===== config.mk =====
export PLATFORM = sky130hd
export DESIGN_NAME = sacr_top
export DESIGN_NICKNAME = d
export VERILOG_FILES = /design/src/core/sacr_pkg.sv /design/src/core/sacr_sync.sv /design/src/core/sacr_top.sv
export SDC_FILE = /design/constraint.sdc
export NUM_CORES = 1
export LEC_CHECK = 0
export BUFFER_PORTS_ARGS = -buffer_cell sky130_fd_sc_hd__clkbuf_2
export CAP_MARGIN = 15
export CORE_MARGIN = 2
export CORE_UTILIZATION = 54
export DETAILED_ROUTE_END_ITERATION = 10
export PLACE_DENSITY = 0.89
export SLEW_MARGIN = 10
export SYNTH_ARGS = -nofsm -noshare
export SYNTH_HDL_FRONTEND = slang
export SYNTH_SLANG_ARGS = --single-unit

===== constraint.sdc =====
create_clock -name sys_clk -period 2.4 [get_ports sys_clk]
set_clock_uncertainty 0.2 [all_clocks]
set_input_delay 0.24 -clock sys_clk [delete_from_list [all_inputs] [get_ports sys_clk]]
set_output_delay 0.24 -clock sys_clk [all_outputs]
set_load 0.01 [all_outputs]

===== src/core/sacr_pkg.sv =====
package sacr_pkg;
    // Alarm codes, bit order {bit_three, bit_two, bit_one}; 1 = transistor on
    localparam logic [2:0] SACR_CODE_NONE = 3'h0;
    localparam logic [2:0] SACR_CODE_ABS = 3'h0;
    localparam logic [2:0] SACR_CODE_CONST = 3'h0;
    localparam logic [2:0] SACR_CODE_OVC = 3'h1;
    localparam logic [2:0] SACR_CODE_POS = 3'h3;
    // Bit positions in, and width of, the function select constant
    localparam int SACR_SENSOR_MODE_BIT = 1;
    localparam int SACR_ABS_ENC_BIT = 14;
    localparam int SACR_CONST_W = 16;
    // Sensor-on minimum high time before a toggle
    localparam real SACR_CLK_MHZ = 25.0;
    localparam int SACR_SEN_HOLD_MS = 1300;
    localparam int SACR_SEN_HOLD_CYC =
        int'(SACR_SEN_HOLD_MS * 1000.0 * SACR_CLK_MHZ);
    typedef enum logic [1:0] {
        SACR_CHK_IDLE,
        SACR_CHK_RUN,
        SACR_CHK_DONE
    } sacr_chk_t;
endpackage : sacr_pkg


===== src/core/sacr_sync.sv =====
`timescale 1ns/10ps
module sacr_sync #(
    parameter int WIDTH = 1
) (
    // Clock and reset
    input wire logic sys_clk,
    input wire logic srst,
    // Data
    input wire logic [WIDTH-1:0] async_in,
    output logic [WIDTH-1:0] sync_out
);
    logic [WIDTH-1:0] meta_reg;

    // Second stage alone reads the first
    always_ff @(posedge sys_clk) begin
        if (srst) begin
            meta_reg <= '0;
            sync_out <= '0;
        end else begin
            meta_reg <= async_in;
            sync_out <= meta_reg;
        end
    end
endmodule : sacr_sync


===== src/core/sacr_top.sv =====
`timescale 1ns/10ps
module sacr_top #(
    parameter int CONST_COUNT = 16,
    parameter int SEN_HOLD_CYC = sacr_pkg::SACR_SEN_HOLD_CYC
) (
    // Clock and reset
    input wire logic sys_clk,
    input wire logic srst,
    // Host pins
    input wire logic sensor_on_request,
    input wire logic alarm_reset_request,
    // Configuration
    input wire logic [sacr_pkg::SACR_CONST_W-1:0] function_select_constant,
    input wire logic position_control,
    input wire logic incremental_encoder_attached,
    // Detectors
    input wire logic encoder_malfunction,
    input wire logic overcurrent_detect,
    input wire logic module_over_temp,
    input wire logic position_error_overflow,
    input wire logic write_was_interrupted,
    // Constant store check port
    output logic [$clog2(CONST_COUNT)-1:0] const_index,
    input wire logic const_in_range,
    // Alarm outputs
    output logic alarm_code_bit_one,
    output logic alarm_code_bit_two,
    output logic alarm_code_bit_three,
    output logic alarm_output_on,
    output logic sen_hold_met
);
    import sacr_pkg::*;

    localparam int IW = $clog2(CONST_COUNT);
    localparam int CW = $clog2(SEN_HOLD_CYC + 1);

    logic [2:0] pins_sync;
    logic sen_s, rst_s, temp_s;
    logic sen_prev_reg;
    logic [CW-1:0] sen_cnt_reg;
    logic abs_reg, brk_reg, rng_reg, ovc_reg, pos_reg;
    logic sen_rise;
    sacr_chk_t chk_reg;
    logic [IW-1:0] idx_reg;
    logic [2:0] code_next;
    logic any_alarm;

    // Sensor-on goes through inverted so the cleared synchroniser
    // reads as its idle high; no false rising edge after reset
    sacr_sync #(.WIDTH(3)) u_sync (
        .sys_clk(sys_clk),
        .srst(srst),
        .async_in({!sensor_on_request, alarm_reset_request,
            module_over_temp}),
        .sync_out(pins_sync)
    );
    assign sen_s = !pins_sync[2];
    assign rst_s = pins_sync[1];
    assign temp_s = pins_sync[0];
    assign sen_rise = sen_s && !sen_prev_reg;

    always_ff @(posedge sys_clk) begin
        if (srst) begin
            sen_prev_reg <= 1'b1;
        end else begin
            sen_prev_reg <= sen_s;
        end
    end

    // High-time counter; saturates so the host can see the hold is met
    always_ff @(posedge sys_clk) begin
        if (srst || !sen_s) begin
            sen_cnt_reg <= '0;
        end else if (sen_cnt_reg != CW'(SEN_HOLD_CYC)) begin
            sen_cnt_reg <= sen_cnt_reg + 1'b1;
        end
    end
    assign sen_hold_met = (sen_cnt_reg == CW'(SEN_HOLD_CYC));

    // Absolute data error; set wins over recovery
    always_ff @(posedge sys_clk) begin
        if (srst) begin
            abs_reg <= 1'b0;
        end else if (encoder_malfunction ||
                (function_select_constant[SACR_ABS_ENC_BIT] &&
                 incremental_encoder_attached)) begin
            abs_reg <= 1'b1;
        end else if (sen_rise && !position_control &&
                !function_select_constant[SACR_SENSOR_MODE_BIT]) begin
            abs_reg <= 1'b0;
        end
    end

    // Power-up scan of the constant store
    always_ff @(posedge sys_clk) begin
        if (srst) begin
            chk_reg <= SACR_CHK_IDLE;
            idx_reg <= '0;
            rng_reg <= 1'b0;
            brk_reg <= 1'b0;
        end else begin
            case (chk_reg)
                SACR_CHK_IDLE: begin
                    brk_reg <= write_was_interrupted;
                    chk_reg <= SACR_CHK_RUN;
                end
                SACR_CHK_RUN: begin
                    if (!const_in_range) begin
                        rng_reg <= 1'b1;
                    end
                    if (idx_reg == IW'(CONST_COUNT - 1)) begin
                        chk_reg <= SACR_CHK_DONE;
                    end else begin
                        idx_reg <= idx_reg + 1'b1;
                    end
                end
                SACR_CHK_DONE: begin
                    chk_reg <= SACR_CHK_DONE;
                end
                default: begin
                    chk_reg <= SACR_CHK_IDLE;
                end
            endcase
        end
    end
    assign const_index = idx_reg;

    // Overcurrent stays latched while the module is hot
    always_ff @(posedge sys_clk) begin
        if (srst) begin
            ovc_reg <= 1'b0;
        end else if (overcurrent_detect) begin
            ovc_reg <= 1'b1;
        end else if (rst_s && !temp_s) begin
            ovc_reg <= 1'b0;
        end
    end

    always_ff @(posedge sys_clk) begin
        if (srst) begin
            pos_reg <= 1'b0;
        end else if (position_error_overflow && position_control) begin
            pos_reg <= 1'b1;
        end else if (rst_s) begin
            pos_reg <= 1'b0;
        end
    end

    // Power-up faults take priority as the display would show them
    always_comb begin
        if (abs_reg) begin
            code_next = SACR_CODE_ABS;
        end else if (brk_reg || rng_reg) begin
            code_next = SACR_CODE_CONST;
        end else if (ovc_reg) begin
            code_next = SACR_CODE_OVC;
        end else if (pos_reg) begin
            code_next = SACR_CODE_POS;
        end else begin
            code_next = SACR_CODE_NONE;
        end
    end
    assign any_alarm = abs_reg | brk_reg | rng_reg | ovc_reg | pos_reg;

    always_ff @(posedge sys_clk) begin
        if (srst) begin
            alarm_code_bit_one <= 1'b0;
            alarm_code_bit_two <= 1'b0;
            alarm_code_bit_three <= 1'b0;
            alarm_output_on <= 1'b0;
        end else begin
            alarm_code_bit_one <= code_next[0];
            alarm_code_bit_two <= code_next[1];
            alarm_code_bit_three <= code_next[2];
            alarm_output_on <= !any_alarm;
        end
    end

    a_abs_holds: assert property (@(posedge sys_clk) disable iff (srst)
        abs_reg && !sen_rise |=> abs_reg)
        else $error("absolute error dropped without recovery");
    a_abs_mode_lock: assert property (@(posedge sys_clk) disable iff (srst)
        abs_reg && (position_control ||
        function_select_constant[SACR_SENSOR_MODE_BIT]) |=> abs_reg)
        else $error("absolute error cleared in power-cycle mode");
    a_abs_recover: assert property (@(posedge sys_clk) disable iff (srst)
        abs_reg && sen_rise && !position_control && !encoder_malfunction &&
        !function_select_constant[SACR_SENSOR_MODE_BIT] &&
        !function_select_constant[SACR_ABS_ENC_BIT] |=> !abs_reg)
        else $error("sensor-on toggle did not recover");
    a_enc_mismatch: assert property (@(posedge sys_clk) disable iff (srst)
        function_select_constant[SACR_ABS_ENC_BIT] &&
        incremental_encoder_attached |=> abs_reg)
        else $error("encoder mismatch not flagged");
    a_ovc_hot_hold: assert property (@(posedge sys_clk) disable iff (srst)
        ovc_reg && temp_s |=> ovc_reg)
        else $error("overcurrent reset while hot");
    a_brk_flag: assert property (@(posedge sys_clk) disable iff (srst)
        chk_reg == SACR_CHK_IDLE && write_was_interrupted
        |=> brk_reg [*2])
        else $error("breakdown not raised");
    a_range_flag: assert property (@(posedge sys_clk) disable iff (srst)
        chk_reg == SACR_CHK_RUN && !const_in_range |=> rng_reg)
        else $error("range error not raised");
    a_ovc_code: assert property (@(posedge sys_clk) disable iff (srst)
        ovc_reg && !abs_reg && !brk_reg && !rng_reg |=>
        alarm_code_bit_one && !alarm_code_bit_two &&
        !alarm_code_bit_three && !alarm_output_on)
        else $error("overcurrent code wrong");
    a_pos_code: assert property (@(posedge sys_clk) disable iff (srst)
        pos_reg && !ovc_reg && !abs_reg && !brk_reg && !rng_reg |=>
        alarm_code_bit_one && alarm_code_bit_two &&
        !alarm_code_bit_three)
        else $error("position code wrong");
endmodule : sacr_top


======== Word-level counts from Yosys, hierarchy flattened ========
Cells that the tools add are included.
operators by class
  multipliers ............................. 0
  mux-type cells .......................... 10
  divide/modulo/power cells ............... 0
  add/subtract/negate cells ............... 2
  bitwise logic cells ..................... 6
  reductions and logical operators ........ 24
  equality and inequality tests ........... 6
  order comparisons ....................... 0
  shifts and indexed selects .............. 0
operators by type and width
  cell                   number
  $add 25x1->25 const B  1
  $eq 25x25->1 const B   1
  $ne 25x25->1 const B   1
  $logic_not 1->1        7
  $mux 1                 7
  $logic_and 1x1->1      6
  $pmux 2 s3             1
  $reduce_bool 2->1      3
  $add 4x1->4 const B    1
  $eq 4x4->1 const B     1
  $mux 2                 2
  $or 1x1->1             4
  $reduce_and 2->1       2
  $reduce_or 4->1        1
  $logic_or 1x1->1       3
  $reduce_or 3->1        1
  $eq 2x1->1 const B     1
  $eq 2x2->1 const B     1
  $logic_not 2->1        1
  $ne 2x2->1 const B     1
  $not 1->1              2
storage, ports and cells
  memories kept ........................... 0
  bits in latches ......................... 0
  RAM bits ................................ 0
  output and inout bits ................... 9
  logic and storage cells ................. 63
  register bits ........................... 47
  input bits .............................. 28
  ROM bits ................................ 0

======== Logic depth before layout (Yosys ltp) ========
  word-level depth ........................ 6
  gate-level depth with buffers ........... 6
  depth with buffers taken out ............ 6

======== Modules after synthesis ========
A second synthesis with hierarchy kept.
unflattened totals
  cells, all modules ...................... 214
  area, all modules ....................... 1,930.6 µm²
modules (own cells, without submodules)
  module     area an instance (µm²)  cells each  instances  sequential area each (µm²)
  sacr_top   1,773.0                 202         1          800.8
  sacr_sync  157.7                   12          1          120.1

======== Worst setup path after synthesis ========
OpenSTA, ideal clock, no wires.
  path kind ............................... register to register
  start ................................... reg sen_cnt_reg[1]
  end ..................................... reg sen_cnt_reg[20]
  cell stages (with the launch flop) ...... 7
  buffers on the path ..................... 0
  period minus slack after synthesis ...... 1.887 ns
  data arrival time ....................... 1.617 ns
  required time ........................... 2.130 ns
  setup time .............................. 0.070 ns
  path slack .............................. 0.513 ns
  cell sequence ........................... dfxtp_1 -> ha_1 -> nand4_1 -> nor4_4 -> nand3_1 -> or3_1 -> a21oi_1
between the ends
  cells in the longest elaborated chain, start to end .. 1
  elaborated cells on any way between the ends .. 2
  those cells by class .................... add/sub (1); eq/ne (1)
RTL lines
  what                                                  line                            source
  from (decl)                                           sacr_top.sv:40                  logic [CW-1:0] sen_cnt_reg;
  from (signal assigned)                                sacr_top.sv:75                  sen_cnt_reg <= sen_cnt_reg + 1'b1;
  $add 25x1->25 / $ne 25x25->1 (equally long branches)  sacr_top.sv:75, sacr_top.sv:74
Parallel ways exist; a longest one is shown, timed or not.
A chain may end at the register's enable or synchronous reset.

======== Worst setup path after layout ========
Same ends and word-level chain as after synthesis.

==> results.json <==
{
  "synth_most_common_cell": "dfxtp_1",
  "maxSlewViolCount": 0,
  "numCtsBuffers": 5,
  "tns_ps": 0,
  "yosys.area.top_type": "dfxtp_1",
  "max_freq_mhz": 450,
  "switching_share_pct": 27.4,
  "netlist_instances": 208,
  "seq_area_frac_synth_pct": 47.6,
  "synth.distinct_cells": 34,
  "clk_pin_slew_ps": 130,
  "cts_tree": "yes",
  "place_congestion": 0.853,
  "synth-edff-count": 0,
  "ctsLongestPathBuffers": 2,
  "post-route-period-util_pct": 92.5,
  "diodes": 0,
  "track_usage_pct": 21.0,
  "wl_per_cell_um": 13.3,
  "largest_reg_flops": 25,
  "drc": 0,
  "power.switching_uw": 414,
  "setup_viol": 0,
  "antenna_found_initial": 0,
  "critPathLaunchType": "register",
  "ir_drop_uv": 609,
  "crit_chain": "ha_1, nand4_1, nor4_4, nand3_1, or3_1, a21oi_1",
  "synthFlopType": "dfxtp_1",
  "synth.net_count": 242,
  "cp_data_required_time_ps": 2490,
  "grt_pass1_wl_um": 6590,
  "ant_nets": 0,
  "synth_area_leaders": "dfxtp_1 48%, nor2_1 6.4%, xor2_1 6.3%",
  "cp-end-kind": "register",
  "critical-path-slowest-cell": "dfxtp_1",
  "multi_input_area_um2": 970,
  "status": "finished, final reports clean",
  "synthesis.area_um2": 1930,
  "crit_path_max_fanout": 6,
  "seq_area_um2": 921,
  "final_layout_size_suffix_gt1_share_pct": 16.4,
  "rows": 21,
  "fin_nets": 277,
  "drt-pass1-iter-count": 4,
  "core_um2": 3390,
  "hp-class": "in2reg",
  "crit_type": "reg2reg",
  "port_buffers": 21,
  "cts_setup_buffers": 0,
  "viasPerCell": 5.32,
  "worstSkewPairLatency_ps": 370,
  "p_clk_share_pct": 27.7,
  "syn_area_per_cell_um2": 9.30,
  "nFillCells": 236,
  "synth.top_cell.area_share_pct": 47.6,
  "p_per_area_nw_per_um2": 662,
  "maxCapViolations": 0,
  "fin_util_pct": 67.3,
  "vias": 1544,
  "rsz0062_at_grt": "false",
  "root_buffer": "clkbuf_4",
  "yosysWarnings": 0,
  "leakagePower_nw": 0.904,
  "synth-seq-cells": 46,
  "dieArea_um2": 4080,
  "cts.sink_count": 46,
  "synth-async-reset-ratio_pct": 0,
  "comb_power_share_pct": 15.7,
  "arrival_ps": 2310,
  "timing.final.crit_period_ps": 2220,
  "fp.dieH_um": 63.9,
  "synthTopCellsByCount": "46 x dfxtp_1, 33 x nor2_1, 20 x nand3_1",
  "num_io_pins": 37,
  "hpwl_um": 2340,
  "start_util_pct": 57.1,
  "overflow": 0,
  "htree_levels": 2,
  "slowest_delay_ps": 430,
  "grt_pass1_vias": 1443,
  "p_int_mw": 1.10,
  "initialDrtViolationCount": 54,
  "areaGrowthSynthToFinish_pct": 18.0,
  "die_w_um": 63.9,
  "p_seq_share_pct": 56.6,
  "grt_start_max_net_pins": 26,
  "finalHoldViolCount": 0,
  "routed_wl_um": 3860
}
-- power by group through the flow --
stage | sequential (mW) | clock, mW | combinational [mW]
6_report | 0.855 | 0.418 | 0.238
2_1_floorplan | 0.871 | 0 | 0.158
3_3_place_gp | 0.869 | 0 | 0.210
5_1_grt | 0.861 | 0.460 | 0.278
4_1_cts | 0.854 | 0.423 | 0.234
3_5_place_dp | 0.871 | 0 | 0.219
-- critical path: cells and delay by family, from the launching register on --
family / cells / cell delay, ps
and+or+nand+nor: 4 / 1100
adders and majority gates: 1 / 240
DFF: 1 / 430
AOI/OAI and AO/OA: 1 / 170
-- worst paths after layout --
kind                                 start                       endpoint  slack [ps]  depth (start not counted)
min                                   srst    const_index[3]$_SDFFE_PP0P_         100                          2
max reg2reg    sen_cnt_reg[1]$_SDFFE_PP0P_   sen_cnt_reg[20]$_SDFFE_PP0P_         180                          6
max            sen_cnt_reg[1]$_SDFFE_PP0P_   sen_cnt_reg[20]$_SDFFE_PP0P_         180                          6
min reg2reg  u_sync.meta_reg[2]$_SDFF_PP0_  u_sync.sync_out[2]$_SDFF_PP0_         250                          1
-- metal layers --
layer  wire, µm  GRT usage (%)  up-vias  share of wire [%]
li1           -              -      777                  -
met1       1640           25.0      702                 42
met2       1890           34.6       50                 49
met3        205           5.99       15                5.3
met4        121           10.3        0                3.1
met5          0              0        -                  0
-- kinds of logic after synthesis --
| group | share of synthesized area [%] |
|---|---|
| AO/OA/AOI/OAI | 4.59 |
| buffers and inverters | 2.91 |
| adder cells (fa/ha/maj) | 3.88 |
| multiplexers | 1.03 |
| AND/OR/NAND/NOR | 29.8 |
| XOR/XNOR | 9.96 |
| flip-flops | 47.6 |
| other | 0.194 |
-- cell type report --
type | instances | share of cell area [%]
Tap cell | 46 | 2.52
Sequential cell | 46 | 40.4
Timing Repair Buffer | 34 | 10.1
Clock inverter | 1 | 0.384
Clock buffer | 7 | 2.85
Inverter | 8 | 1.32
Multi-Input combinational cell | 148 | 42.5
-- layout by cell type, fill, tap and decap left out, types with 4 or more instances in the layout --
cell / synthesis / layout
dfxtp_1: 46 / 46
nor2_1: 33 / 33
clkbuf_2: 0 / 21
nand3_1: 20 / 20
xor2_1: 14 / 14
a21oi_1: 13 / 13
dlygate4sd3_1: 0 / 11
inv_1: 8 / 8
nand2_1: 8 / 8
xnor2_1: 8 / 8
ha_1: 6 / 6
nor2b_1: 5 / 5
nand4_1: 5 / 5
clkbuf_4: 0 / 5
nand2b_1: 4 / 4
-- per-stage QoR --
stage	total power, mW	cell area [µm²]	setup WS, ps	hold slack (ps)	instances
after floorplan	1.03	1930	513	107	208
after global placement	1.08	2090	414	194	271
after detailed placement	1.09	2090	361	199	271
after CTS	1.51	2270	98.6	83.1	290
after global routing	1.60	2280	66.9	125	290
final	1.51	2280	180	103	290
-- timing repair --
item / 4_1_cts / 5_1_grt
gates resized for setup: 0 / 2
hold buffers: 11 / 0
hold endpoints to repair: 8 / 0
endpoints found under the setup margin: 0 / 1
Note: power is estimated with default switching activity, not from simulation.
